### src/inc/tsq_cfg.svh
// constants of the touch converter serial sequencer and its host
// Overview of operation
// - eight clocks per transfer, twenty-four per conversion
// - control byte enters during first eight clocks
// - enough control bits received starts acquisition, drivers
// - three acquisition clocks, then hold and convert
// - single-ended reference: drivers off at hold
// - conversion spans twelve clocks after acquisition
// - ratiometric: drivers stay on, thirteenth clock
// - three trailing clocks, output low, ignored
// - halted clock keeps state, stable acquisition
// - power bit0 high keeps drivers on between
// - fifteen clock overlapped conversions supported
// - channel 000 reads diode at base current
// - channel 111 biases diode at 91 times
// - diode bias only during temperature acquisition
// - battery divider only while sampling channel 010
// - host prefers eight-bit mode for pressure
// - start bit then fields, MSB first
// - resolution bit low twelve, high eight bits
// - power bits 00: sleep between, Y- on
`ifndef TSQ_CFG_SVH
`define TSQ_CFG_SVH
`define TSQ_BYTE_CLKS    4'h8
`define TSQ_CONV_CLKS    5'h18
`define TSQ_ACQ_EDGE     4'h5
`define TSQ_RES_HI       4'hC
`define TSQ_RES_LO       4'h8
`define TSQ_CH_TEMP0     3'h0
`define TSQ_CH_BAT       3'h2
`define TSQ_CH_TEMP1     3'h7
`define TSQ_RAW_FIRST    5'h09
`define TSQ_STRETCH_CLK  5'h07
`define TSQ_OFS_CTRL     8'h00
`define TSQ_OFS_STATUS   8'h04
`define TSQ_OFS_RESULT   8'h08
`define TSQ_OFS_TIMING   8'h0C
`define TSQ_CTRL_GO      8
`define TSQ_ST_ACTIVE    0
`define TSQ_ST_DONE      1
`define TSQ_ST_BUSY      2
`define TSQ_HALF_RST     8'h04
`define TSQ_STRETCH_RST  8'h00
`endif

### src/inc/tsq_pkg.sv
// types of the touch converter serial sequencer
package tsq_pkg;
  typedef logic [2:0] tsq_chan_t;
  typedef struct packed {
    logic channel_select_bit2;
    logic channel_select_bit1;
    logic channel_select_bit0;
    logic mode8;
    logic reference_kind_select;
    logic power_ctl_bit1;
    logic power_ctl_bit0;
  } tsq_ctl_t;
  typedef enum logic [2:0] {RX_HUNT = 3'b001, RX_CFG = 3'b010, RX_ACQ = 3'b100} tsq_rx_st_t;
  typedef enum logic [1:0] {CV_IDLE = 2'b01, CV_RUN = 2'b10} tsq_cv_st_t;
  typedef enum logic [2:0] {HS_IDLE = 3'b001, HS_LOW = 3'b010, HS_HIGH = 3'b100} tsq_hs_st_t;
endpackage

### src/inc/tsq_if.sv
// serial link between the host port and the converter
`timescale 1ns/1ns
interface tsq_if;
  logic serial_clock_in;
  logic cs_b;
  logic din;
  logic dout;
  logic dout_oe;
  logic busy;
  logic busy_oe;
  modport dev (input serial_clock_in, cs_b, din, output dout, dout_oe, busy, busy_oe);
  modport host (output serial_clock_in, cs_b, din, input dout, dout_oe, busy, busy_oe);
endinterface

### src/rtl/tsq_conv_dev.sv
// converter end: control byte receiver, conversion sequencer, switch control
//
// The register offsets and register access over APB were left to the implementer.
`timescale 1ns/1ns
`include "tsq_cfg.svh"
module tsq_conv_dev (
  input  wire logic        CLK,
  input  wire logic        RST_B,
  tsq_if.dev               LINK,
  input  wire logic [11:0] SAMPLE_DATA,
  output logic             DRV_X_POS,
  output logic             DRV_X_NEG,
  output logic             DRV_Y_POS,
  output logic             DRV_Y_NEG,
  output tsq_pkg::tsq_chan_t MUX_SEL,
  output logic             REF_DIFF_SEL,
  output logic             SAMPLE_HOLD,
  output logic             TEMP_BIAS_BASE,
  output logic             TEMP_BIAS_X91,
  output logic             BAT_DIV_EN,
  output logic             ADC_POWER_ON,
  output logic             REF_POWER_ON
);
  import tsq_pkg::*;

  // switch pattern {x+, x-, y+, y-} per channel, same in both reference kinds
  function automatic logic [3:0] chan_drv(input tsq_chan_t ch);
    case (ch)
      3'h1:    chan_drv = 4'h3;
      3'h3:    chan_drv = 4'h6;
      3'h4:    chan_drv = 4'h6;
      3'h5:    chan_drv = 4'hC;
      default: chan_drv = 4'h0;
    endcase
  endfunction

  ////////////////////////////////////////////////////////////////////////////
  // pin synchronisers

  logic sclk_rise;
  logic sclk_fall;
  logic cs_b_s;
  logic din_s;

  tsq_edge_sync u_sclk (
    .CLK      (CLK),
    .RST_B    (RST_B),
    .ASYNC_IN (LINK.serial_clock_in),
    .LEVEL    (),
    .RISE     (sclk_rise),
    .FALL     (sclk_fall)
  );

  tsq_edge_sync u_cs (
    .CLK      (CLK),
    .RST_B    (RST_B),
    .ASYNC_IN (LINK.cs_b),
    .LEVEL    (cs_b_s),
    .RISE     (),
    .FALL     ()
  );

  tsq_edge_sync u_din (
    .CLK      (CLK),
    .RST_B    (RST_B),
    .ASYNC_IN (LINK.din),
    .LEVEL    (din_s),
    .RISE     (),
    .FALL     ()
  );

  ////////////////////////////////////////////////////////////////////////////
  // control byte receiver

  tsq_rx_st_t rx_st_reg;
  tsq_rx_st_t rx_st_next;
  logic [3:0] rx_cnt_reg;
  logic [3:0] rx_cnt_next;
  logic [5:0] rx_shift_reg;
  tsq_chan_t  acq_ch_reg;
  tsq_ctl_t   ctl_reg;

  // nothing moves without an edge, so a halted clock freezes everything
  wire take      = sclk_rise & ~cs_b_s;
  wire byte_done = (rx_st_reg == RX_ACQ) & take & (rx_cnt_reg == `TSQ_BYTE_CLKS - 4'h1);
  wire acq       = (rx_st_reg == RX_ACQ);

  // low input while hunting is skipped until a start bit
  always_comb begin
    rx_st_next  = rx_st_reg;
    rx_cnt_next = rx_cnt_reg;
    case (rx_st_reg)
      RX_HUNT: begin
        if (take && din_s) begin
          rx_st_next  = RX_CFG;
          rx_cnt_next = 4'h1;
        end
      end
      RX_CFG: begin
        if (take) begin
          rx_cnt_next = rx_cnt_reg + 4'h1;
          if (rx_cnt_next == `TSQ_ACQ_EDGE) begin
            rx_st_next = RX_ACQ;
          end
        end
      end
      RX_ACQ: begin
        if (take) begin
          rx_cnt_next = rx_cnt_reg + 4'h1;
          if (byte_done) begin
            rx_st_next = RX_HUNT;
          end
        end
      end
      default: rx_st_next = RX_HUNT;
    endcase
    if (cs_b_s) begin
      rx_st_next  = RX_HUNT;
      rx_cnt_next = 4'h0;
    end
  end

  // shift msb first; channel is known after the third channel bit, as the resolution bit comes in
  always_ff @(posedge CLK or negedge RST_B) begin
    if (!RST_B) begin
      rx_st_reg    <= RX_HUNT;
      rx_cnt_reg   <= 4'h0;
      rx_shift_reg <= 6'h00;
      acq_ch_reg   <= 3'h0;
      ctl_reg      <= 7'h00;
    end else begin
      rx_st_reg  <= rx_st_next;
      rx_cnt_reg <= rx_cnt_next;
      if (take && rx_st_reg != RX_HUNT) begin
        rx_shift_reg <= {rx_shift_reg[4:0], din_s};
      end
      if (rx_st_reg == RX_CFG && rx_st_next == RX_ACQ) begin
        acq_ch_reg <= rx_shift_reg[2:0];
      end
      if (byte_done) begin
        ctl_reg <= {rx_shift_reg, din_s};
      end
    end
  end

  ////////////////////////////////////////////////////////////////////////////
  // conversion sequencer

  tsq_cv_st_t cv_st_reg;
  logic [3:0] cv_cnt_reg;
  logic [11:0] smp_reg;
  logic        dout_reg;
  logic        busy_reg;

  // the receiver runs apart from the sequencer so a new byte can overlap
  wire       conv_on  = (cv_st_reg == CV_RUN);
  wire [3:0] cv_k     = cv_cnt_reg + 4'h1;
  // ratiometric delays the msb by one clock
  wire [3:0] first_k  = ctl_reg.reference_kind_select ? 4'h1 : 4'h2;
  wire [3:0] nbits    = ctl_reg.mode8 ? `TSQ_RES_LO : `TSQ_RES_HI;
  wire [3:0] last_k   = first_k + nbits - 4'h1;
  wire       bit_win  = (cv_k >= first_k) && (cv_k <= last_k);
  wire [3:0] bit_idx  = 4'hB - (cv_k - first_k);
  wire       conv_end = sclk_fall & conv_on & (cv_k == last_k + 4'h1);

  // result bits move on falling edges; outside the window the line is low
  always_ff @(posedge CLK or negedge RST_B) begin
    if (!RST_B) begin
      cv_st_reg  <= CV_IDLE;
      cv_cnt_reg <= 4'h0;
      smp_reg    <= 12'h000;
      dout_reg   <= 1'b0;
      busy_reg   <= 1'b0;
    end else if (cs_b_s) begin
      cv_st_reg <= CV_IDLE;
      dout_reg  <= 1'b0;
      busy_reg  <= 1'b0;
    end else if (byte_done) begin
      cv_st_reg  <= CV_RUN;
      cv_cnt_reg <= 4'h0;
      smp_reg    <= SAMPLE_DATA;
      dout_reg   <= 1'b0;
      busy_reg   <= 1'b1;
    end else if (conv_end) begin
      cv_st_reg <= CV_IDLE;
      dout_reg  <= 1'b0;
      busy_reg  <= 1'b0;
    end else if (sclk_fall && conv_on) begin
      cv_cnt_reg <= cv_k;
      dout_reg   <= bit_win ? smp_reg[bit_idx] : 1'b0;
    end
  end

  assign LINK.dout    = dout_reg;
  assign LINK.dout_oe = ~cs_b_s;
  assign LINK.busy    = busy_reg;
  assign LINK.busy_oe = ~cs_b_s;

  ////////////////////////////////////////////////////////////////////////////
  // analog switch control

  wire [1:0] pd      = {ctl_reg.power_ctl_bit1, ctl_reg.power_ctl_bit0};
  wire       between = ~acq & ~conv_on;
  wire [2:0] ctl_ch  = {ctl_reg.channel_select_bit2, ctl_reg.channel_select_bit1, ctl_reg.channel_select_bit0};
  wire [3:0] pat     = chan_drv(acq ? acq_ch_reg : ctl_ch);
  // single-ended drops the drivers at hold, ratiometric keeps them
  wire drv_on = acq
              | (conv_on & ~ctl_reg.reference_kind_select)
              | (between & ctl_reg.power_ctl_bit0);
  // sleeping with both power bits low leaves only the Y- switch closed
  wire sleep_yn = between & (pd == 2'b00);

  assign DRV_X_POS      = drv_on & pat[3];
  assign DRV_X_NEG      = drv_on & pat[2];
  assign DRV_Y_POS      = drv_on & pat[1];
  assign DRV_Y_NEG      = (drv_on & pat[0]) | sleep_yn;
  assign MUX_SEL        = acq ? acq_ch_reg : ctl_ch;
  assign REF_DIFF_SEL   = ~ctl_reg.reference_kind_select;
  assign SAMPLE_HOLD    = conv_on & ~acq;
  // bias currents only for the three acquisition clocks to save power
  assign TEMP_BIAS_BASE = acq & (acq_ch_reg == `TSQ_CH_TEMP0);
  assign TEMP_BIAS_X91  = acq & (acq_ch_reg == `TSQ_CH_TEMP1);
  assign BAT_DIV_EN     = acq & (acq_ch_reg == `TSQ_CH_BAT);
  assign ADC_POWER_ON   = acq | conv_on | ctl_reg.power_ctl_bit0;
  assign REF_POWER_ON   = ctl_reg.power_ctl_bit1;
endmodule

### src/rtl/tsq_edge_sync.sv
// two flip-flop synchroniser with edge detect
`timescale 1ns/1ns
module tsq_edge_sync (
  input  wire logic CLK,
  input  wire logic RST_B,
  input  wire logic ASYNC_IN,
  output logic      LEVEL,
  output logic      RISE,
  output logic      FALL
);
  logic meta_reg;
  logic sync_reg;
  logic last_reg;

  // first stage feeds only the second stage
  always_ff @(posedge CLK or negedge RST_B) begin
    if (!RST_B) begin
      meta_reg <= 1'b0;
      sync_reg <= 1'b0;
      last_reg <= 1'b0;
    end else begin
      meta_reg <= ASYNC_IN;
      sync_reg <= meta_reg;
      last_reg <= sync_reg;
    end
  end

  assign LEVEL = sync_reg;
  assign RISE  = sync_reg & ~last_reg;
  assign FALL  = ~sync_reg & last_reg;
endmodule

### src/flat_wrapper.sv
// flat-port wrapper written by rule: the top's interface ports become plain ports
module tsq_conv_dev_flat import tsq_pkg::*;
  (CLK, RST_B, SAMPLE_DATA, DRV_X_POS, DRV_X_NEG, DRV_Y_POS, DRV_Y_NEG, MUX_SEL, REF_DIFF_SEL, SAMPLE_HOLD, TEMP_BIAS_BASE, TEMP_BIAS_X91, BAT_DIV_EN, ADC_POWER_ON, REF_POWER_ON, LINK_serial_clock_in, LINK_cs_b, LINK_din, LINK_dout, LINK_dout_oe, LINK_busy, LINK_busy_oe);
  tsq_if LINK_i ();
  input  wire logic CLK;
  input  wire logic RST_B;
  input  wire logic [11:0] SAMPLE_DATA;
  output logic DRV_X_POS;
  output logic DRV_X_NEG;
  output logic DRV_Y_POS;
  output logic DRV_Y_NEG;
  output tsq_pkg::tsq_chan_t MUX_SEL;
  output logic REF_DIFF_SEL;
  output logic SAMPLE_HOLD;
  output logic TEMP_BIAS_BASE;
  output logic TEMP_BIAS_X91;
  output logic BAT_DIV_EN;
  output logic ADC_POWER_ON;
  output logic REF_POWER_ON;
  input wire logic [$bits(LINK_i.serial_clock_in)-1:0] LINK_serial_clock_in;
  input wire logic [$bits(LINK_i.cs_b)-1:0] LINK_cs_b;
  input wire logic [$bits(LINK_i.din)-1:0] LINK_din;
  output wire logic [$bits(LINK_i.dout)-1:0] LINK_dout;
  output wire logic [$bits(LINK_i.dout_oe)-1:0] LINK_dout_oe;
  output wire logic [$bits(LINK_i.busy)-1:0] LINK_busy;
  output wire logic [$bits(LINK_i.busy_oe)-1:0] LINK_busy_oe;
  assign LINK_i.serial_clock_in = LINK_serial_clock_in;
  assign LINK_i.cs_b = LINK_cs_b;
  assign LINK_i.din = LINK_din;
  assign LINK_dout = LINK_i.dout;
  assign LINK_dout_oe = LINK_i.dout_oe;
  assign LINK_busy = LINK_i.busy;
  assign LINK_busy_oe = LINK_i.busy_oe;
  tsq_conv_dev u_core (.CLK(CLK), .RST_B(RST_B), .LINK(LINK_i), .SAMPLE_DATA(SAMPLE_DATA), .DRV_X_POS(DRV_X_POS), .DRV_X_NEG(DRV_X_NEG), .DRV_Y_POS(DRV_Y_POS), .DRV_Y_NEG(DRV_Y_NEG), .MUX_SEL(MUX_SEL), .REF_DIFF_SEL(REF_DIFF_SEL), .SAMPLE_HOLD(SAMPLE_HOLD), .TEMP_BIAS_BASE(TEMP_BIAS_BASE), .TEMP_BIAS_X91(TEMP_BIAS_X91), .BAT_DIV_EN(BAT_DIV_EN), .ADC_POWER_ON(ADC_POWER_ON), .REF_POWER_ON(REF_POWER_ON));
endmodule
### config.mk
export PLATFORM = sky130hd
export DESIGN_NAME = tsq_conv_dev_flat
export DESIGN_NICKNAME = d
export VERILOG_FILES = /design/src/inc/tsq_pkg.sv /design/src/inc/tsq_if.sv /design/src/rtl/tsq_conv_dev.sv /design/src/rtl/tsq_edge_sync.sv /design/src/flat_wrapper.sv
export VERILOG_INCLUDE_DIRS = /design/src /design/src/inc
export SDC_FILE = /design/constraint.sdc
export NUM_CORES = 1
export LEC_CHECK = 0
export ABC_AREA = 1
export CORE_MARGIN = 2
export CORE_UTILIZATION = 40
export DETAILED_ROUTE_END_ITERATION = 10
export DONT_BUFFER_PORTS = 1
export MAX_ROUTING_LAYER = met4
export PLACE_DENSITY = 0.59
export SLEW_MARGIN = 20
export SYNTH_ARGS = -nofsm -noshare
export SYNTH_HDL_FRONTEND = slang
export SYNTH_HIERARCHICAL = 1
export SYNTH_SLANG_ARGS = --single-unit
### constraint.sdc
create_clock -name CLK -period 3.2 [get_ports CLK]
set_input_delay 0.32 -clock CLK [delete_from_list [all_inputs] [get_ports CLK]]
set_output_delay 0.32 -clock CLK [all_outputs]
set_load 0.03 [all_outputs]
Word-level counts from Yosys, hierarchy flattened
Index checks and enable logic that the tools add are counted.

Flip-flop bits (word level): 50. Input port bits: 17. Output and inout bits: 18. Logic and storage cells: 128.

$add $sub $neg: 7. Magnitude comparators: 3. Equality and inequality tests: 18. Muxes and demuxes: 31. Bitwise gates (word level): 30. Reductions and logical operators: 16.

Operator list (number): $mux 3 (8); $mux 4 (6); $and 1x1->1 (19); $eq 3x3->1 const B (5); $add 4x1->4 const B (3); $pmux 4 s3 (1); $eq 3x2->1 const B (3); $mux 1 (9); $pmux 3 s3 (1); $eq 4x3->1 const B (2); $mux 2 (4); $pmux 4 s2 (1); $eq 3x1->1 const B (2); $ne 3x1->1 const B (2); $not 1->1 (6); $reduce_and 3->1 (2); $reduce_bool 3->1 (2); $logic_and 1x1->1 (5); $lt 4x5->1 const B (1); $or 1x1->1 (5); $add 4x4->4 (1); $bmux 1 s4 (1); $eq 4x4->1 (1); $ge 4x4->1 (1); other kinds (13) (14).

Logic depth before layout (Yosys ltp)
Gate-level depths: netlist of the first run.

Word-level depth: 11. Gate-level depth with buffers: 12.

Hierarchy
The synthesis of the first run kept the hierarchy.

Modules (own cells, without submodules): tsq_conv_dev (times used 1, cells each 311, area each 2353.5 sq um, seq. area each 1053.5 sq um); tsq_edge_sync (times used 3, cells each 7, area each 90.1 sq um, seq. area each 75.1 sq um).

Least setup slack after synthesis of the first run
Ideal clock, no wire load.

Path kind: register to output. Start point: register u_core.rx_st_reg[0]. End point: output DRV_X_NEG. Arrival: 2.291 ns. Setup slack: 0.589 ns. Cell stages (with the launch flop): 6. Buffers on the path: 0. Cells stage by stage: dfstp_2 > inv_1 > nand3_2 > o21ai_0 > o21ai_0 > o21ai_0.

Word-level cells in the longest chain between the ends: 6.

Ends and longest elaborated chain: start: declaration (line tsq_conv_dev.sv:75) `tsq_rx_st_t rx_st_reg;`; start signal: assignment (line tsq_conv_dev.sv:132) `rx_st_reg <= rx_st_next;`; $eq 3x3->1 * (line tsq_conv_dev.sv:86) `wire acq = (rx_st_reg == RX_ACQ);`; $mux 3 *; via MUX_SEL[0] (line flat_wrapper.sv:12) `output tsq_pkg::tsq_chan_t MUX_SEL;`; $eq 3x2->1 or $eq 3x3->1 (tied branches) (line tsq_conv_dev.sv:28) `case (ch)`; $reduce_or 2->1 (no line); $pmux 4 s3 * (line tsq_conv_dev.sv:28); $and 1x1->1 * (line tsq_conv_dev.sv:214) `assign DRV_X_NEG = drv_on & pat[2];`; end: declaration (line flat_wrapper.sv:9) `output logic DRV_X_NEG;`.

The timed path passes the listed nets; every way through them passes the cells marked *.

Final worst setup path of the first run
Start point: register u_core.rx_st_reg[1]. End point: output DRV_X_NEG.

The elaborated chain is that of the path after synthesis.

==> results of run 1 <==
-- cells in the final DEF (no fill, tap or decap), drive strengths merged, types with 3 or more instances in the layout --
cell type,count
nand2,123
nor2,24
mux2,4
o21ai,22
ha,10
clkbuf,6
a21oi,5
buf,7
nor4,3
dfrtp,47
nand3,21
inv,42
nand4,4
-- metal layers --
layer / track usage / up-vias
met2: 0.254 / 34
met5: - / -
met1: 0.196 / 909
met4: 0.0484 / 0
met3: 0.0415 / 6
li1: - / 1035
-- what timing repair did --
action,CTS,global route
buffers inserted,0,0
endpoints found under the hold margin,49,0
hold buffers,2,0
-- through the flow --
step | total power, mW | instances | worst slack [ns] | util | instance area (um^2)
after floorplan | 0.675 | 322 | 0.589 | - | 2540
after global placement | 0.681 | 400 | 0.681 | 0.424 | 2650
after detailed placement | 0.682 | 400 | 0.625 | 0.424 | 2650
after CTS | 1.13 | 410 | 0.280 | 0.447 | 2790
after global routing | 1.17 | 410 | 0.300 | 0.447 | 2790
final | 1.11 | 410 | 0.545 | 0.447 | 2790
-- where the power goes --
group / switching (mW) / leakage (nW) / total [mW] / internal [mW]
sequential: 0.0104 / 0.596 / 0.644 / 0.634
clock: 0.198 / 0.0552 / 0.430 / 0.232
combinational: 0.0281 / 0.810 / 0.0410 / 0.0130
total: 0.236 / 1.46 / 1.11 / 0.879
-- area by class of cell --
type,count,share of cell area
clock inverters,2,0.0126
multi-input cells,226,0.400
repair buffers,8,0.0296
clock buffers,6,0.0260
inverters,42,0.0574
flip-flops and latches,49,0.440
well taps,77,0.0345
-- worst paths after layout --
path                                                      start                               end  slack, ns  cells after the start
max in group asynchronous                                 RST_B     u_core/rx_st_reg[0]$_DFF_PN1_       2.40                      2
worst min register to register  u_core/u_din/meta_reg$_DFF_PN0_      u_core/u_din/LEVEL$_DFF_PN0_       0.35                      0
worst min-delay path                       LINK_serial_clock_in  u_core/u_sclk/meta_reg$_DFF_PN0_       0.05                      0
min in group asynchronous                                 RST_B  u_core/rx_cnt_reg[3]$_DFFE_PN0P_       0.51                      2
worst max register to register    u_core/ctl_reg[2]$_DFFE_PN0P_      u_core/LINK.dout$_DFFE_PN0P_       1.01                     10
worst max-delay path              u_core/rx_st_reg[1]$_DFF_PN0_                         DRV_X_NEG       0.55                      6
==> run_results.csv, run 1 <==
group,metric,value,unit
route,wl_met3,202,um
worst_setup_path,cp_cell_sequence,"inv_1 -> nand3_2 -> o21ai_1 -> o21ai_0 -> o21ai_0 -> buf_4",
timing,relSlewSlack,0.457,
layout,fillers,652,
timing,rsz0062_at_grt,"no",
clocking,cts-root-buf,"clkbuf_8",
grt,grt_pass1_wl,8.78,mm
timing,max_clock_freq,0.377,GHz
placed_design,dp_hpwl,3.53,mm
timing,whs,0.0450,ns
layout,diodes,0,
route,route.detailed.drc,0,
clocking,cts.sinks,49,
floorplanning,coreArea,6240,um^2
grt,grt_start_max_net_pins,50,
clocking,path_clk_slew,0.09,ns
route,drtAntennaViolNets,0,
clocking,clock_latency,0.30,ns
worst_setup_path,crit_family,"compound AO/OA/AOI/OAI gates",
route,wl,4.81,mm
worst_setup_path,critPathMaxFanout,14,
synth,yosysWarningCount,6,
power,power_density,399,nW/um^2
synth,syn_area,2540,um^2
worst_hold_path,hp-class,"input pin to register",
timing,tns,0,ns
route,detail_route.wl_per_cell,11.7,um
worst_setup_path,crit_buf_inv,2,
flow_run,cap_violations,0,
route,top_layer_used,"met4",
worst_setup_path,worstPathRequired,2.88,ns
floorplanning,rows,29,
layout,fin_nets,360,
layout,layout-drive-gt1-share,0.0841,
worst_setup_path,critPathKind,"register to primary output",
synth,synthesis.nets,350,
timing,slew_violations,0,
grt,antenna_found_initial,0,
route,wl_met1,2.27,mm
placed_design,gp_congestion,0.824,
power,ir_worst_vdd,0.189,mV
timing,period_minus_slack,2.65,ns
layout,area_growth,9.74,%
grt,track_usage,0.158,
route,met2_length,2.29,mm
worst_setup_path,max_stage_delay,0.72,ns
timing,worst_pin_slew,0.809,ns
grt,overflow,0,
route,dr.pass1.iters,4,
worst_setup_path,cpMaxStageDelayCell,"o21ai_1",
worst_setup_path,startpoint_type,"register",
outcome,outcome,"complete, no violations",
power,power_leakage,1.46,nW
worst_setup_path,cpMostUsedCell,"o21ai_0",
layout,multi_input_area,1120,um^2
synth,synth_area_per_cell,7.90,um^2
floorplanning,die_w,83.7,um
clocking,cts_resized,0,
layout,largest_reg_flops,12,
clocking,numCtsBuffers,5,
timing,fin_skew,0.0111,ns
route,first_iter_violations,91,
clocking,cts_tree,"done",
timing,period_share,0.830,
timing,setup_viol,0,
floorplanning,initial_utilization,0.408,
floorplanning,die-area,7010,um^2
layout,seqCellArea,1230,um^2
floorplanning,die_h,83.7,um
clocking,h-tree-depth,2,
clocking,clock_path_buffers,2,
grt,grt_pass1_vias,1973,
synth,postSynthCellCount,322,
worst_setup_path,cp-end-kind,"primary output",
route,vias,1984,
floorplanning,ios,35,
route,via_per_inst,4.84,
worst_setup_path,cp.arrival,2.33,ns
timing,hold_viol_final,0,
placed_design,port_buffers,0,
No activity file was read; power rests on OpenSTA's default activity.
==> run 2: changes to the inputs <==
==> constraint.sdc (replaced) <==
create_clock -name CLK -period 2.7 [get_ports CLK]
set_input_delay 0.27 -clock CLK [delete_from_list [all_inputs] [get_ports CLK]]
set_output_delay 0.27 -clock CLK [all_outputs]
set_load 0.03 [all_outputs]
==> run 2 against run 1 <==
  * Setup slack worse by 0.14 ns
  * Clock-buffer cell count unchanged
  * Final cell count up 1.5%
  * Power up 23%
  * Highest routed layer unchanged
==> run_results.csv, run 2 (same netlist as run 1, synthesis figures left out) <==
group,metric,value,unit
outcome,outcome,"complete, no violations",
timing,max_clock_freq,0.436,GHz
clocking,clock_path_buffers,2,
route,drtAntennaViolNets,0,
floorplanning,ios,35,
floorplanning,coreArea,6240,um^2
clocking,cts_tree,"done",
worst_setup_path,cpMaxStageDelayCell,"dfstp_2",
grt,overflow,0,
route,first_iter_violations,112,
power,finalPower,1.37,mW
timing,fin_skew,0.0120,ns
placed_design,gp_congestion,0.912,
route,dr.pass1.iters,4,
floorplanning,die_h,83.7,um
power,ir_worst_vdd,0.312,mV
worst_setup_path,max_stage_delay,0.54,ns
timing,tns,0,ns
placed_design,port_buffers,0,
layout,fin_nets,366,
clocking,clock_latency,0.30,ns
layout,fillers,623,
power,power_density,478,nW/um^2
clocking,cts-root-buf,"clkbuf_8",
route,via_per_inst,4.87,
worst_hold_path,hp-start,"SAMPLE_DATA[2]",
floorplanning,rows,29,
worst_setup_path,startpoint_type,"register",
timing,relSlewSlack,0.621,
placed_design,dp_hpwl,3.60,mm
worst_setup_path,crit_start,"u_core/rx_st_reg[0]$_DFF_PN1_",
timing,whs,0.0778,ns
worst_setup_path,r2r_start,"u_core/ctl_reg[2]$_DFFE_PN0P_",
grt,grt_pass1_wl,9.07,mm
route,route.detailed.drc,0,
clocking,cts_resized,0,
clocking,path_clk_slew,0.09,ns
worst_setup_path,crit_family,"flip-flops",
grt,grt_pass1_vias,1980,
clocking,h-tree-depth,2,
worst_hold_path,hp-class,"input pin to register",
grt,antenna_found_initial,0,
layout,layout.cells.most_common,"nand2_1",
layout,most-common-layout-cells,"nand2_1 (123), dfrtp_1 (47), inv_1 (39)",
worst_setup_path,critPathMaxFanout,14,
floorplanning,die_w,83.7,um
layout,diodes,0,
clocking,numCtsBuffers,5,
worst_setup_path,critPathKind,"register to primary output",
power,power_leakage,1.49,nW
timing,period_minus_slack,2.29,ns
layout,largest_reg_flops,12,
worst_setup_path,crit_buf_inv,3,
flow_run,cap_violations,0,
timing,rsz0062_at_grt,"no",
worst_setup_path,worstPathRequired,2.43,ns
worst_setup_path,cp.arrival,2.02,ns
timing,period_share,0.850,
route,detail_route.wl_per_cell,12.1,um
timing,worst_pin_slew,0.567,ns
route,wl,5.02,mm
timing,hold_viol_final,0,
layout,layout-drive-gt1-share,0.0944,
floorplanning,die-area,7010,um^2
grt,grt_start_max_net_pins,50,
floorplanning,initial_utilization,0.408,
worst_setup_path,cp_cell_sequence,"inv_1 -> nand3_2 -> nand2_1 -> o21ai_2 -> inv_1 -> nand2_1 -> o21ai_0 -> o21ai_0 -> buf_4",
timing,slew_violations,0,
clocking,cts.sinks,49,
route,vias,2024,
grt,track_usage,0.162,
timing,setup_viol,0,
worst_setup_path,cp-end-kind,"primary output",
layout,final_util,0.458,
layout,area_growth,12.3,%
[run 2: cell count changes in the layout (fill, tap and decap cells not counted), sizes merged]
cell         previous run  this run
dlygate4sd3             1         4
clkinv                  1         0
clkinvlp                0         1
buf                     7        10
[run 2: per-stage QoR]
stage          instance area [um^2]  cells  worst slack (ns)
2_1_floorplan                  2540    322             0.139
3_3_place_gp                   2670    403             0.587
3_5_place_dp                   2670    403             0.520
4_1_cts                        2860    416             0.383
5_1_grt                        2860    416             0.175
6_report                       2860    416             0.406
[run 2: where the power goes]
part | switching (mW) | internal [mW] | leakage, nW
Combinational | 0.0349 | 0.0193 | 0.839
Clock | 0.248 | 0.301 | 0.0574
Sequential | 0.0116 | 0.751 | 0.596
[run 2: worst paths after layout]
| kind | to | slack, ns | cells past startpoint |
|---|---|---|---|
| max in group asynchronous | u_core/cv_st_reg[0]$_DFFE_PN1P_ | 1.95 | 2 |
| hold reg to reg | u_core/u_cs/LEVEL$_DFF_PN0_ | 0.35 | 0 |
| setup reg to reg | u_core/cv_cnt_reg[0]$_DFFE_PN0P_ | 0.52 | 8 |
| setup / recovery | DRV_Y_POS | 0.41 | 9 |
| min in group asynchronous | u_core/rx_cnt_reg[2]$_DFFE_PN0P_ | 0.46 | 2 |
| hold / removal | u_core/smp_reg[2]$_DFFE_PN0P_ | 0.08 | 2 |
[run 2: cell type report]
type	count	area (um^2)	area share
sequential	49	1230	0.430
multi-input combinational	226	1120	0.391
inverter	42	160	0.0561
timing repair buffer	14	135	0.0473
tap	77	96.3	0.0337
clock buffer	6	82.6	0.0289
clock inverter	2	37.5	0.0131
[run 2: layer usage]
metal | track usage | vias up | wire length [um]
met5 | - | - | 0
met4 | 0.0411 | 0 | 60
met3 | 0.0307 | 7 | 216
met2 | 0.264 | 40 | 2410
met1 | 0.211 | 928 | 2330
li1 | - | 1049 | -
[run 2: repair_timing]
item                                    CTS  global route
hold buffers                              5             0
setup buffers                             0             0
endpoints found under the setup margin    0             0
endpoints found under the hold margin    52             0
